--- src/rx_out_cfg.svh ---
// constants and register map of the receive output and loss report block
//
// What this block does
// single rail: decoded data on selected edge
// inversion bit b3 sets data active level
// powered down: outputs high-z or low by b6
// dual rail nrz: undecoded rails on edge
// dual rail rz: return-to-zero rails on edge
// sliced mode: raw slicer rails, no decoding
// rails follow tip polarity, ring in differential
// indication source chosen by field b7~5
// indication active high, updated on edge unless source is clock
// indication on negative pin or clock pin
// recovered clock output, edge select b4
// loss of signal: clock high or reference
// 22 loss bits serial, 7 low slots
// marker high one slot in twenty-nine
// serial status changes on status rising edge
// status clock off: status pins high-z
// line inputs high-z: pin, mclk, reset
// channel power-down bit b5 floats line inputs
// far end samples on falling status clock edge
// status clock enable and rate select
// channel 0 aligned to marker, ascending
// far end realigns to marker, drops pads
`ifndef RX_OUT_CFG_SVH
`define RX_OUT_CFG_SVH

`define CH_NUM        22
`define SLOT_NUM      29
`define SLOT_LAST     5'h1C
`define CH_LAST_SLOT  5'h15
`define CLK_NS        4
`define FAST_PER_NS   488
`define SLOW_PER_NS   125000
`define FAST_HALF_CYC ((`FAST_PER_NS / 2) / `CLK_NS)
`define SLOW_HALF_CYC ((`SLOW_PER_NS / 2) / `CLK_NS)
`define DIV_W         14

`define CH_REG_END    8'h2C
`define GLB_ADDR      8'h30
`define LOS_ADDR0     8'h31
`define LOS_ADDR1     8'h32
`define LOS_ADDR2     8'h33

`define A_SE          0
`define A_PDN         5
`define A_HIZ         6
`define A_LOSM        7
`define B_FMT_LO      0
`define B_INV         3
`define B_EDGE        4
`define B_SEL_LO      5
`define G_EN          0
`define G_FAST        1
`define G_LINE_EN     2
`define G_SRST        7

`define IND_PAT       3'h0
`define IND_AIS       3'h1
`define IND_EXZ       3'h2
`define IND_BPV       3'h3
`define IND_ERR       3'h4
`define IND_LOS       3'h5
`define IND_RCLK      3'h6
`define IND_XOR       3'h7

`endif

--- src/rx_out_pkg.sv ---
// types shared by the receive output and loss report block
package rx_out_pkg;

    typedef enum logic [1:0] {
        FMT_SINGLE   = 2'h0,
        FMT_DUAL_NRZ = 2'h1,
        FMT_DUAL_RZ  = 2'h3,
        FMT_SLICED   = 2'h2
    } rx_fmt_t;

    typedef struct packed {
        logic rx_recovered_clock;
        logic decoded_data;
        logic rx_line_tip_pos;
        logic rx_line_tip_neg;
        logic rx_line_ring_pos;
        logic rx_line_ring_neg;
        logic pattern_detect;
        logic line_alarm_indication;
        logic line_excess_zeroes;
        logic line_bipolar_violation;
        logic line_los;
    } chan_in_t;

    typedef struct packed {
        logic rx_positive_rail;
        logic rx_positive_rail_oe;
        logic rx_negative_rail;
        logic rx_negative_rail_oe;
        logic rx_recovered_clock;
        logic rx_recovered_clock_oe;
        logic line_hiz;
    } chan_out_t;

endpackage

--- src/rx_chan_output.sv ---
// one channel of receive system-side output logic
`timescale 1ns/1ps
`include "rx_out_cfg.svh"

module rx_chan_output (
    input  wire logic                  i_sys_clk,
    input  wire logic                  i_rst_n,
    input  wire logic [7:0]            i_cfg_a,
    input  wire logic [7:0]            i_cfg_b,
    input  wire logic                  i_ref_clk,
    input  wire logic                  i_line_hiz_req,
    input  wire rx_out_pkg::chan_in_t  i_in,
    output rx_out_pkg::chan_out_t      o_pins
);
    rx_out_pkg::chan_in_t  in_s1_reg;
    rx_out_pkg::chan_in_t  in_s2_reg;
    rx_out_pkg::chan_out_t pins_next;
    rx_out_pkg::rx_fmt_t   fmt;
    logic                  clk_d_reg;
    logic                  act;
    logic                  pos_raw;
    logic                  neg_raw;
    logic                  ind_src;
    logic                  ind_out;
    logic                  clk_now;
    logic                  rz_gate;
    logic                  inv;
    logic [2:0]            sel;
    logic                  dat_p_reg;
    logic                  dat_n_reg;
    logic                  ind_reg;

    assign fmt = rx_out_pkg::rx_fmt_t'(i_cfg_b[`B_FMT_LO +: 2]);
    assign sel = i_cfg_b[`B_SEL_LO +: 3];
    assign inv = i_cfg_b[`B_INV];

    always_ff @(posedge i_sys_clk) begin
        in_s1_reg <= i_in;
        in_s2_reg <= in_s1_reg;
        clk_d_reg <= in_s2_reg.rx_recovered_clock;
    end

    // --------------------------------------------------------------
    // edge, rails and indication source
    // --------------------------------------------------------------
    always_comb begin
        act = i_cfg_b[`B_EDGE] ? (clk_d_reg & ~in_s2_reg.rx_recovered_clock)
                               : (~clk_d_reg & in_s2_reg.rx_recovered_clock);
        pos_raw = in_s2_reg.rx_line_tip_pos
                & (i_cfg_a[`A_SE] | in_s2_reg.rx_line_ring_neg);
        neg_raw = in_s2_reg.rx_line_tip_neg
                & (i_cfg_a[`A_SE] | in_s2_reg.rx_line_ring_pos);
        clk_now = in_s2_reg.line_los ? (~i_cfg_a[`A_LOSM] | i_ref_clk)
                                     : in_s2_reg.rx_recovered_clock;
        unique case (sel)
            `IND_PAT:  ind_src = in_s2_reg.pattern_detect;
            `IND_AIS:  ind_src = in_s2_reg.line_alarm_indication;
            `IND_EXZ:  ind_src = in_s2_reg.line_excess_zeroes;
            `IND_BPV:  ind_src = in_s2_reg.line_bipolar_violation;
            `IND_ERR:  ind_src = in_s2_reg.line_excess_zeroes
                               | in_s2_reg.line_bipolar_violation;
            `IND_LOS:  ind_src = in_s2_reg.line_los;
            `IND_RCLK: ind_src = clk_now;
            `IND_XOR:  ind_src = pos_raw ^ neg_raw;
        endcase
        ind_out = (sel == `IND_RCLK) ? clk_now : ind_reg;
        rz_gate = (fmt == rx_out_pkg::FMT_DUAL_RZ) ? clk_now : 1'b1;
    end

    // data held from one active edge to the next
    always_ff @(posedge i_sys_clk) begin
        if (!i_rst_n) begin
            dat_p_reg <= 1'b0;
            dat_n_reg <= 1'b0;
            ind_reg   <= 1'b0;
        end else if (act) begin
            dat_p_reg <= (fmt == rx_out_pkg::FMT_SINGLE) ? in_s2_reg.decoded_data
                                                         : pos_raw;
            dat_n_reg <= neg_raw;
            ind_reg   <= ind_src;
        end
    end

    // --------------------------------------------------------------
    // pin multiplexing
    // --------------------------------------------------------------
    always_comb begin
        pins_next = '0;
        pins_next.line_hiz = i_line_hiz_req | i_cfg_a[`A_PDN];
        unique case (fmt)
            rx_out_pkg::FMT_SINGLE: begin
                pins_next.rx_positive_rail   = dat_p_reg ^ inv;
                pins_next.rx_negative_rail   = ind_out;
                pins_next.rx_recovered_clock = clk_now;
            end
            rx_out_pkg::FMT_DUAL_NRZ, rx_out_pkg::FMT_DUAL_RZ: begin
                pins_next.rx_positive_rail   = (dat_p_reg & rz_gate) ^ inv;
                pins_next.rx_negative_rail   = (dat_n_reg & rz_gate) ^ inv;
                pins_next.rx_recovered_clock = clk_now;
            end
            rx_out_pkg::FMT_SLICED: begin
                pins_next.rx_positive_rail   = pos_raw ^ inv;
                pins_next.rx_negative_rail   = neg_raw ^ inv;
                pins_next.rx_recovered_clock = ind_out;
            end
        endcase
        if (i_cfg_a[`A_PDN]) begin
            pins_next.rx_positive_rail   = 1'b0;
            pins_next.rx_negative_rail   = 1'b0;
            pins_next.rx_recovered_clock = 1'b0;
        end
        pins_next.rx_positive_rail_oe   = ~(i_cfg_a[`A_PDN] & i_cfg_a[`A_HIZ]);
        pins_next.rx_negative_rail_oe   = pins_next.rx_positive_rail_oe;
        pins_next.rx_recovered_clock_oe = pins_next.rx_positive_rail_oe;
    end

    always_ff @(posedge i_sys_clk) begin
        if (!i_rst_n) begin
            o_pins <= '0;
            o_pins.line_hiz <= 1'b1;
        end else begin
            o_pins <= pins_next;
        end
    end

    pdn_hiz_a: assert property (@(posedge i_sys_clk) disable iff (!i_rst_n)
        i_cfg_a[`A_PDN] && i_cfg_a[`A_HIZ] |=> !o_pins.rx_positive_rail_oe
            && !o_pins.rx_recovered_clock_oe)
        else $error("powered down channel still drives");

    pdn_low_a: assert property (@(posedge i_sys_clk) disable iff (!i_rst_n)
        i_cfg_a[`A_PDN] && !i_cfg_a[`A_HIZ] |=> o_pins.rx_positive_rail_oe
            && !o_pins.rx_positive_rail && !o_pins.rx_negative_rail)
        else $error("powered down channel not driven low");

endmodule

--- src/rx_system_output_and_los_report.sv ---
// receive system outputs of all channels and the serial loss reporter
//
// Decided for this implementation: the plain strobed port and the register addresses.
`timescale 1ns/1ps
`include "rx_out_cfg.svh"

module rx_system_output_and_los_report #(
    parameter int SLOW_HALF_CYC = `SLOW_HALF_CYC
) (
    input  wire logic                  i_sys_clk,
    input  wire logic                  i_rst_n,
    input  wire logic [7:0]            i_addr,
    input  wire logic [7:0]            i_wdata,
    input  wire logic                  i_wr,
    input  wire logic                  i_rd,
    output logic [7:0]                 o_rdata,
    input  wire logic                  i_internal_ref_clock,
    input  wire logic                  i_global_rx_impedance_pin,
    input  wire logic                  i_master_clock_lost,
    input  wire rx_out_pkg::chan_in_t  i_chan [`CH_NUM],
    output rx_out_pkg::chan_out_t      o_chan [`CH_NUM],
    output logic                       o_status_clock_out,
    output logic                       o_status_clock_out_oe,
    output logic                       o_serial_line_loss_status,
    output logic                       o_serial_line_loss_status_oe,
    output logic                       o_chan0_frame_marker,
    output logic                       o_chan0_frame_marker_oe
);
    logic [7:0]             rx_config_a_reg [`CH_NUM];
    logic [7:0]             rx_config_b_reg [`CH_NUM];
    logic [7:0]             glb_reg;
    logic                   srst_reg;
    logic                   cfg_rst_n;
    logic [`CH_NUM-1:0]     los_s1_reg;
    logic [`CH_NUM-1:0]     los_s2_reg;
    logic [2:0]             ref_s1_reg;
    logic                   ref_s2_reg;
    logic                   imp_s2_reg;
    logic                   mcl_s2_reg;
    logic                   line_hiz_req;
    logic                   ch_hit;
    logic [4:0]             ch_idx;
    logic [7:0]             rdata_next;
    logic [`DIV_W-1:0]      div_cnt_reg;
    logic [`DIV_W-1:0]      half_cyc;
    logic                   div_wrap;
    logic                   st_rise;
    logic [4:0]             slot_reg;
    logic [4:0]             out_slot_reg;
    logic [4:0]             rise_cnt_reg;
    logic                   st_en;
    logic [`DIV_W-1:0]      hi_cnt_reg;

    assign cfg_rst_n = i_rst_n & ~srst_reg;
    assign ch_hit    = (i_addr < `CH_REG_END);
    assign ch_idx    = i_addr[5:1];
    assign st_en     = glb_reg[`G_EN];

    // --------------------------------------------------------------
    // synchronisers for pins from other domains
    // --------------------------------------------------------------
    always_ff @(posedge i_sys_clk) begin
        los_s2_reg <= los_s1_reg;
        ref_s2_reg <= ref_s1_reg[0];
        imp_s2_reg <= ref_s1_reg[1];
        mcl_s2_reg <= ref_s1_reg[2];
        ref_s1_reg <= {i_master_clock_lost, i_global_rx_impedance_pin,
                       i_internal_ref_clock};
    end

    generate
        for (genvar k = 0; k < `CH_NUM; k++) begin : g_los_sync
            always_ff @(posedge i_sys_clk) begin
                los_s1_reg[k] <= i_chan[k].line_los;
            end
        end
    endgenerate

    // --------------------------------------------------------------
    // register file
    // --------------------------------------------------------------
    always_ff @(posedge i_sys_clk) begin
        if (!cfg_rst_n) begin
            for (int k = 0; k < `CH_NUM; k++) begin
                rx_config_a_reg[k] <= 8'h00;
                rx_config_b_reg[k] <= 8'h00;
            end
        end else if (i_wr && ch_hit) begin
            if (i_addr[0]) begin
                rx_config_b_reg[ch_idx] <= i_wdata;
            end else begin
                rx_config_a_reg[ch_idx] <= i_wdata;
            end
        end
    end

    // global control; the reset bit clears itself
    always_ff @(posedge i_sys_clk) begin
        if (!cfg_rst_n) begin
            glb_reg <= 8'h00;
        end else if (i_wr && i_addr == `GLB_ADDR) begin
            glb_reg <= {1'b0, i_wdata[6:0]};
        end
    end

    always_ff @(posedge i_sys_clk) begin
        if (!i_rst_n) begin
            srst_reg <= 1'b0;
        end else begin
            srst_reg <= i_wr && (i_addr == `GLB_ADDR) && i_wdata[`G_SRST];
        end
    end

    always_comb begin
        rdata_next = 8'h00;
        if (ch_hit) begin
            rdata_next = i_addr[0] ? rx_config_b_reg[ch_idx] : rx_config_a_reg[ch_idx];
        end else begin
            unique case (i_addr)
                `GLB_ADDR:  rdata_next = glb_reg;
                `LOS_ADDR0: rdata_next = los_s2_reg[7:0];
                `LOS_ADDR1: rdata_next = los_s2_reg[15:8];
                `LOS_ADDR2: rdata_next = {2'h0, los_s2_reg[21:16]};
                default:    rdata_next = 8'h00;
            endcase
        end
    end

    // read data stands only in the cycle after the strobe
    always_ff @(posedge i_sys_clk) begin
        if (!i_rst_n) begin
            o_rdata <= 8'h00;
        end else begin
            o_rdata <= i_rd ? rdata_next : 8'h00;
        end
    end

    // --------------------------------------------------------------
    // receive line impedance and per-channel outputs
    // --------------------------------------------------------------
    assign line_hiz_req = ~glb_reg[`G_LINE_EN] | ~imp_s2_reg | mcl_s2_reg;

    generate
        for (genvar k = 0; k < `CH_NUM; k++) begin : g_chan
            rx_chan_output u_chan (
                .i_sys_clk      (i_sys_clk),
                .i_rst_n        (cfg_rst_n),
                .i_cfg_a        (rx_config_a_reg[k]),
                .i_cfg_b        (rx_config_b_reg[k]),
                .i_ref_clk      (ref_s2_reg),
                .i_line_hiz_req (line_hiz_req),
                .i_in           (i_chan[k]),
                .o_pins         (o_chan[k])
            );
        end
    endgenerate

    // --------------------------------------------------------------
    // status clock divider
    // --------------------------------------------------------------
    assign half_cyc = glb_reg[`G_FAST] ? `DIV_W'(`FAST_HALF_CYC)
                                       : `DIV_W'(SLOW_HALF_CYC);
    assign div_wrap = (div_cnt_reg >= half_cyc - `DIV_W'(1));
    assign st_rise  = div_wrap & ~o_status_clock_out;

    always_ff @(posedge i_sys_clk) begin
        if (!cfg_rst_n || !st_en) begin
            div_cnt_reg <= '0;
        end else if (div_wrap) begin
            div_cnt_reg <= '0;
        end else begin
            div_cnt_reg <= div_cnt_reg + `DIV_W'(1);
        end
    end

    always_ff @(posedge i_sys_clk) begin
        if (!cfg_rst_n || !st_en) begin
            o_status_clock_out <= 1'b0;
        end else if (div_wrap) begin
            o_status_clock_out <= ~o_status_clock_out;
        end
    end

    always_ff @(posedge i_sys_clk) begin
        if (!cfg_rst_n) begin
            o_status_clock_out_oe        <= 1'b0;
            o_serial_line_loss_status_oe <= 1'b0;
            o_chan0_frame_marker_oe      <= 1'b0;
        end else begin
            o_status_clock_out_oe        <= st_en;
            o_serial_line_loss_status_oe <= st_en;
            o_chan0_frame_marker_oe      <= st_en;
        end
    end

    // --------------------------------------------------------------
    // serial loss status frame
    // --------------------------------------------------------------
    always_ff @(posedge i_sys_clk) begin
        if (!cfg_rst_n || !st_en) begin
            slot_reg <= 5'h00;
        end else if (st_rise) begin
            slot_reg <= (slot_reg == `SLOT_LAST) ? 5'h00 : slot_reg + 5'h01;
        end
    end

    always_ff @(posedge i_sys_clk) begin
        if (!cfg_rst_n || !st_en) begin
            o_serial_line_loss_status <= 1'b0;
            o_chan0_frame_marker      <= 1'b0;
        end else if (st_rise) begin
            o_serial_line_loss_status <= (slot_reg <= `CH_LAST_SLOT)
                                       ? los_s2_reg[slot_reg] : 1'b0;
            o_chan0_frame_marker      <= (slot_reg == 5'h00);
        end
    end

    // --------------------------------------------------------------
    // helper state for checks
    // --------------------------------------------------------------
    always_ff @(posedge i_sys_clk) begin
        if (!cfg_rst_n || !st_en) begin
            out_slot_reg <= 5'h00;
            rise_cnt_reg <= 5'h00;
        end else if (st_rise) begin
            out_slot_reg <= slot_reg;
            rise_cnt_reg <= (slot_reg == 5'h00) ? 5'h01 : rise_cnt_reg + 5'h01;
        end
    end

    // fast-rate high time, counted only from a rise seen in fast mode
    always_ff @(posedge i_sys_clk) begin
        if (!cfg_rst_n || !st_en || !glb_reg[`G_FAST]) begin
            hi_cnt_reg <= '0;
        end else if (st_rise) begin
            hi_cnt_reg <= `DIV_W'(1);
        end else if (o_status_clock_out && !div_wrap && hi_cnt_reg != '0) begin
            hi_cnt_reg <= hi_cnt_reg + `DIV_W'(1);
        end
    end

    // --------------------------------------------------------------
    // checks
    // --------------------------------------------------------------
    marker_period_a: assert property (@(posedge i_sys_clk) disable iff (!cfg_rst_n)
        st_en && st_rise && slot_reg == 5'h00 && rise_cnt_reg != 5'h00
            |-> rise_cnt_reg == 5'(`SLOT_NUM))
        else $error("marker period is not twenty-nine slots");

    pad_slots_low_a: assert property (@(posedge i_sys_clk) disable iff (!cfg_rst_n)
        st_en && out_slot_reg > `CH_LAST_SLOT && !$rose(o_status_clock_out)
            |-> !o_serial_line_loss_status)
        else $error("padding slot not low");

    chan0_slot_a: assert property (@(posedge i_sys_clk) disable iff (!cfg_rst_n)
        $rose(o_chan0_frame_marker) |-> o_serial_line_loss_status == $past(los_s2_reg[0]))
        else $error("channel 0 not aligned with marker");

    status_edge_a: assert property (@(posedge i_sys_clk) disable iff (!cfg_rst_n)
        $changed(o_serial_line_loss_status) && st_en |-> $rose(o_status_clock_out))
        else $error("serial status changed off the rising edge");

    status_hiz_a: assert property (@(posedge i_sys_clk) disable iff (!cfg_rst_n)
        !st_en |=> !o_serial_line_loss_status_oe && !o_chan0_frame_marker_oe
            && !o_status_clock_out_oe)
        else $error("status pins driven while disabled");

    fast_half_a: assert property (@(posedge i_sys_clk) disable iff (!cfg_rst_n)
        $fell(o_status_clock_out) && hi_cnt_reg != '0
            |-> hi_cnt_reg == `DIV_W'(`FAST_HALF_CYC))
        else $error("fast status clock half period wrong");

    status_on_a: assert property (@(posedge i_sys_clk) disable iff (!cfg_rst_n)
        st_en |=> o_status_clock_out_oe && o_serial_line_loss_status_oe
            && o_chan0_frame_marker_oe)
        else $error("status pins not driven while enabled");

    line_hiz_a: assert property (@(posedge i_sys_clk) disable iff (!i_rst_n)
        (!imp_s2_reg || mcl_s2_reg || !glb_reg[`G_LINE_EN]) |=> o_chan[0].line_hiz
            && o_chan[`CH_NUM-1].line_hiz)
        else $error("line inputs not floated");

    srst_clear_a: assert property (@(posedge i_sys_clk) disable iff (!i_rst_n)
        srst_reg |=> !glb_reg[`G_LINE_EN] ##1 o_chan[0].line_hiz)
        else $error("software reset left line inputs enabled");

    read_glb_a: assert property (@(posedge i_sys_clk) disable iff (!cfg_rst_n)
        i_rd && i_addr == `GLB_ADDR && !srst_reg |=> o_rdata == $past(glb_reg))
        else $error("global read data wrong");

endmodule

--- config.mk ---
export PLATFORM = sky130hd
export DESIGN_NAME = rx_system_output_and_los_report
export DESIGN_NICKNAME = d
export VERILOG_FILES = /design/src/rx_out_pkg.sv /design/src/rx_chan_output.sv /design/src/rx_system_output_and_los_report.sv
export VERILOG_INCLUDE_DIRS = /design/src
export SDC_FILE = /design/constraint.sdc
export NUM_CORES = 2
export LEC_CHECK = 0
export BUFFER_PORTS_ARGS = -buffer_cell sky130_fd_sc_hd__buf_2
export CORE_AREA = 2 2 281 283
export DETAILED_ROUTE_END_ITERATION = 10
export DIE_AREA = 0 0 283 285
export PLACE_DENSITY = 0.79
export SETUP_SLACK_MARGIN = 0.15
export SLEW_MARGIN = 30
export SYNTH_ARGS = -nofsm -noshare
export SYNTH_HDL_FRONTEND = slang
export SYNTH_SLANG_ARGS = --single-unit
--- constraint.sdc ---
create_clock -name i_sys_clk -period 2.6 [get_ports i_sys_clk]
set_input_delay 0.13 -clock i_sys_clk [delete_from_list [all_inputs] [get_ports i_sys_clk]]
set_output_delay 0.13 -clock i_sys_clk [all_outputs]
set_load 0.01 [all_outputs]
Word-level counts from Yosys, hierarchy flattened
Memory sizes are Yosys's and may differ from the RTL's.
Index checks and enable logic that the tools add are counted.
{"block": "word_totals", "ff_bits": 749, "ramBits": 352, "inputBits": 265, "output_inout_bits": 168, "word_cells": 1765, "mem_count": 2}
{"block": "op_classes", "n_addsub": 3, "n_lt_le_gt_ge": 4, "eq_ne": 225, "muxes": 221, "bitwise": 493, "n_reduce_logical": 121}
{"name": "rx_config_a_reg", "words": 22, "width": 8, "rd": 23, "rd_clocked_by_memory_dff": 0, "wr": 22, "line_no": "rx_system_output_and_los_report.sv:29", "text": "logic [7:0] rx_config_a_reg [`CH_NUM];"}
{"name": "rx_config_b_reg", "words": 22, "width": 8, "rd": 23, "rd_clocked_by_memory_dff": 0, "wr": 22, "line_no": "rx_system_output_and_los_report.sv:30", "text": "logic [7:0] rx_config_b_reg [`CH_NUM];"}
{"op": "$eq 3x3->1 const B", "count": 88}
{"op": "$pmux 1 s8", "count": 22}
{"op": "$and 1x1->1", "count": 156}
{"op": "$eq 3x2->1 const B", "count": 44}
{"op": "$pmux 1 s3", "count": 44}
{"op": "$xor 1x1->1", "count": 132}
{"op": "$mux 1", "count": 123}
{"op": "$or 1x1->1", "count": 112}
{"op": "$not 1->1", "count": 93}
{"op": "$reduce_or 2->1", "count": 45}
{"op": "$eq 2x2->1 const B", "count": 44}
{"op": "$eq 3x1->1 const B", "count": 22}
{"op": "$logic_not 3->1", "count": 22}
{"op": "$reduce_or 3->1", "count": 22}
{"op": "$eq 2x1->1 const B", "count": 22}
{"op": "$logic_not 2->1", "count": 22}
{"op": "$pmux 1 s2", "count": 22}
{"op": "$eq 8x6->1 const B", "count": 4}
{"op": "$mux 8", "count": 4}
{"op": "$pmux 8 s4", "count": 1}
{"op": "$reduce_or 8->1", "count": 2}
{"op": "$mux 5", "count": 3}
{"op": "$add 14x1->14 const B", "count": 1}
{"op": "$ge 14x14->1", "count": 1}
{"op": "other kinds (13)", "count": 16}

Depth between registers and ports, before layout
An unclocked memory read counts as a cell.
{"block": "depth", "ltp_word": 8, "depth_mapped": 10, "mapped_depth_nobuf": 7}

By module
Synthesis repeated with hierarchy kept, for this count alone.
{"block": "unflattened", "hier_cells": 3695, "area_unflattened_um2": 48418.9}
{"module": "rx_system_output_and_los_report", "n_inst": 1, "cells_per_inst": 1649, "area_each_um2": 25599.6, "seq_area_each_um2": 17036.3}
{"module": "rx_chan_output", "n_inst": 22, "cells_per_inst": 93, "area_each_um2": 1037.2, "seq_area_each_um2": 620.6}

Worst setup path after synthesis
No wires, ideal clock.
{"block": "synth_path", "path_kind": "reg2reg", "start": "register srst_reg", "end": "memory rx_config_b_reg[21][0] (enable)", "arrival_ps": 1905, "t_required_ps": 2216, "path_slack_ps": 311, "stages_incl_launch_ff": 6, "path_buffers": 1, "synth_period_minus_slack_ps": 2289, "cell_sequence": "dfxtp_1 > nand2b_1 > a2111oi_4 > nand3_1 > clkbuf_1 > o21ai_0"}
{"item": "from (decl)", "line_no": "rx_system_output_and_los_report.sv:32", "text": "logic srst_reg;"}
{"item": "from (signal assigned)", "line_no": "rx_system_output_and_los_report.sv:110", "text": "srst_reg <= i_wr && (i_addr == `GLB_ADDR) && i_wdata[`G_SRST];"}
{"item": "to (decl)", "line_no": "rx_system_output_and_los_report.sv:30"}

==> flow_summary.toml <==
[floorplanning]
start_util_pct = 58.4
rows = 103
dieArea_um2 = 80700
die_h_um = 285
die_w_um = 283
ios = 433
core_area_um2 = 78000

[clocking]
numCtsBuffers = 118
post_cts_buffers = 0
ctsRootBufferMaster = "clkbuf_16"
htreeDepth = 3
clock_sinks = 1235
cts_tree = "yes"
clockBufferDepth = 3
insertion_delay_ns = 0.71
clk_pin_slew_ns = 0.07

[synth]
async_flop_share_pct = 0
synth_seq_cells = 1235
yosysWarningCount = 0
syn_avg_cell_area_um2 = 13.4
synthFlopType = "dfxtp_1"
synth_edf_count = 508
synth_cell_types = 79
seq_area_frac_synth_pct = 65.5
synth_cells = 3403
synth_area_um2 = 45500

[hold_path]
hold_path.class = "input port to flip-flop"

[timing]
fin_crit_sh_pct = 93.9
post-route-min-period_ns = 2.44
finalHoldViolations = 0
fmax_mhz = 410
slew_violations = 0
setup_tns_ns = 0
worst_slack_ns = 0.158
relSlewSlack_pct = 41.5
tightest_slew_ns = 0.856
setup_violations = 0
fin_skew_ns = 0.0384
rsz0062_at_grt = "false"

[setup_path]
worst-path-buf-inv = 0
start_kind = "flip-flop"
worst-r2r-setup-slack_ns = 0.16
path_cells = "mux4_1 > a22oi_1 > a31oi_1 > or4_1 > a32o_1"
arrival_ns = 3.01
path_max_fanout = 7
path_class = "flip-flop to flip-flop"
critPathTopFamily = "compound AO/OA/AOI/OAI gates"
endpoint_kind = "flip-flop"
slowest_stage = "mux4_1"
crit_path_max_incr_delay_ns = 0.60
cp_data_required_time_ns = 3.16

[global_routing]
antenna_found_initial = 7
grt_pass1_wl_mm = 195
overflow = 0
grt_pass1_vias = 31305
grt_max_degree = 97
grt_usage_pct = 32.4

[layout]
final_cell_area_um2 = 56600
area_delta_synth_final_pct = 24.4
regArea_um2 = 29800
drive_above_1_share_pct = 21.9
largest_reg_flops = 256
fillers = 4824
multi_input_area_um2 = 15100
fin_nets = 4621

[pwr]
p_leak_nw = 22.7
ir_drop_mv = 0.708
power_w = 0.0431
powerDensity_nw_per_um2 = 762

[route]
drt_iter0_markers = 3659
wl_per_cell_um = 24.2
wl_mm = 133
post-route-drc-count = 0
vias = 31747
firstDrtPassIters = 6
drtAntennaViolNets = 0
vias_per_cell = 5.77

[placed_design]
dp_hpwl_mm = 87.7
place.gp.congestion = 0.989
place_area_um2 = 49900
dp_slack_ns = 0.0759
port_buffers = 432

[run]
max_cap_viol_count = 0

[status]
status = "finished clean"
-- synthesized netlist by cell type (10+ instances only) --
cell type,count,share of area [%]
a2111oi_0,24,0.46
a211oi_1,19,0.31
a21boi_0,15,0.25
a21oi_1,119,1.3
a22oi_1,23,0.38
and2_1,367,5.0
and3b_1,23,0.44
buf_2,24,0.26
buf_4,58,0.96
clkbuf_1,77,0.64
dfxtp_1,727,32
edfxtp_1,508,34
ha_1,13,0.36
inv_1,58,0.48
mux2i_1,148,3.3
mux4_2,140,6.9
nand2_1,124,1.0
nand2b_1,24,0.33
nand3_1,10,0.11
nand3b_1,33,0.54
nand4_1,16,0.22
nor2_1,284,2.3
nor2b_1,28,0.38
nor3_1,56,0.62
nor4_1,10,0.14
o211a_1,10,0.22
o21a_1,18,0.30
o21ai_0,177,1.9
o22ai_1,19,0.26
o31ai_1,24,0.40
or2_2,26,0.36
xnor2_1,28,0.54
xor2_1,63,1.2
-- placed cells by master, fill, tap and decap left out, types with 119 or more instances in the layout --
| cell type | instances |
|---|---|
| dfxtp_1 | 726 |
| edfxtp_1 | 508 |
| buf_2 | 430 |
| and2_1 | 367 |
| nor2_1 | 283 |
| dlygate4sd3_1 | 254 |
| o21ai_0 | 177 |
| conb_1 | 156 |
| mux2i_1 | 148 |
| mux4_2 | 140 |
| buf_4 | 139 |
| clkbuf_16 | 131 |
| nand2_1 | 124 |
| a21oi_1 | 119 |
-- per-layer routing --
layer | part of all wire [%] | wire length, um | up-vias | track usage [%]
met5 | 0.014 | 18 | - | 0
met4 | 4.1 | 5500 | 2 | 13.3
met3 | 11 | 14000 | 336 | 6.42
met2 | 49 | 65200 | 1989 | 54.3
met1 | 36 | 48300 | 15437 | 41.4
li1 | - | - | 13983 | -
-- through the flow --
stage / util, % / instances / hold WS [ns]
global placement: 64.0 / 5019 / 0.232
floorplan: - / 3558 / 0.158
finish: 72.6 / 5498 / 0.0520
detailed placement: 64.0 / 5019 / 0.234
CTS: 72.6 / 5496 / 0.0233
global route: 72.6 / 5496 / 0.0453
-- timing repair --
item | CTS | global route
gates resized for setup | 0 | 3
hold buffers | 254 | 0
endpoints found under the hold margin | 287 | 0
setup endpoints to repair | 0 | 2
-- cells by family after synthesis --
logic type,share of synthesized area [%]
adders and majority gates,0.357
xor gates and xnor gates,1.75
DFF,65.5
and+or+nand+nor,12.0
other,0.00824
muxes,10.7
buffers and inverters,2.59
AOI/OAI and AO/OA,7.04
-- path summary, 6_finish.rpt --
path                                                    start                             to  depth (start not counted)
worst max-delay path                   rx_config_b_reg[12][0]                     o_rdata[0]                          5
worst min-delay path                              i_chan[149]  g_chan[8].u_chan.in_s1_reg[6]                          2
worst max register to register         rx_config_b_reg[12][0]                     o_rdata[0]                          5
worst min register to register  g_chan[0].u_chan.in_s1_reg[2]  g_chan[0].u_chan.in_s2_reg[2]                          0
-- worst reg2reg max path: cells and delay by family (launching register included) --
kind	cells	cell delay [ns]
DFF	1	0.52
muxes	1	0.60
and+or+nand+nor	1	0.42
AOI/OAI and AO/OA	3	0.78
-- power by group --
group	internal [W]	leakage (nW)	total (W)	switching, W
Combinational	0.00152	9.65	0.00324	0.00172
Sequential	0.0212	11.0	0.0220	0.000732
Clock	0.0103	2.06	0.0179	0.00762
Total	0.0331	22.7	0.0431	0.0101
-- cell type report --
class / instances / share of cell area, %
multi-input cells: 2093 / 26.7
clock inverters: 49 / 0.842
repair buffers: 837 / 10.6
flip-flops and latches: 1235 / 52.7
clock buffers: 174 / 6.45
inverters: 58 / 0.385
well taps: 1050 / 2.32
diodes: 2 / 0.00884
No activity file was read; power rests on OpenSTA's default activity.
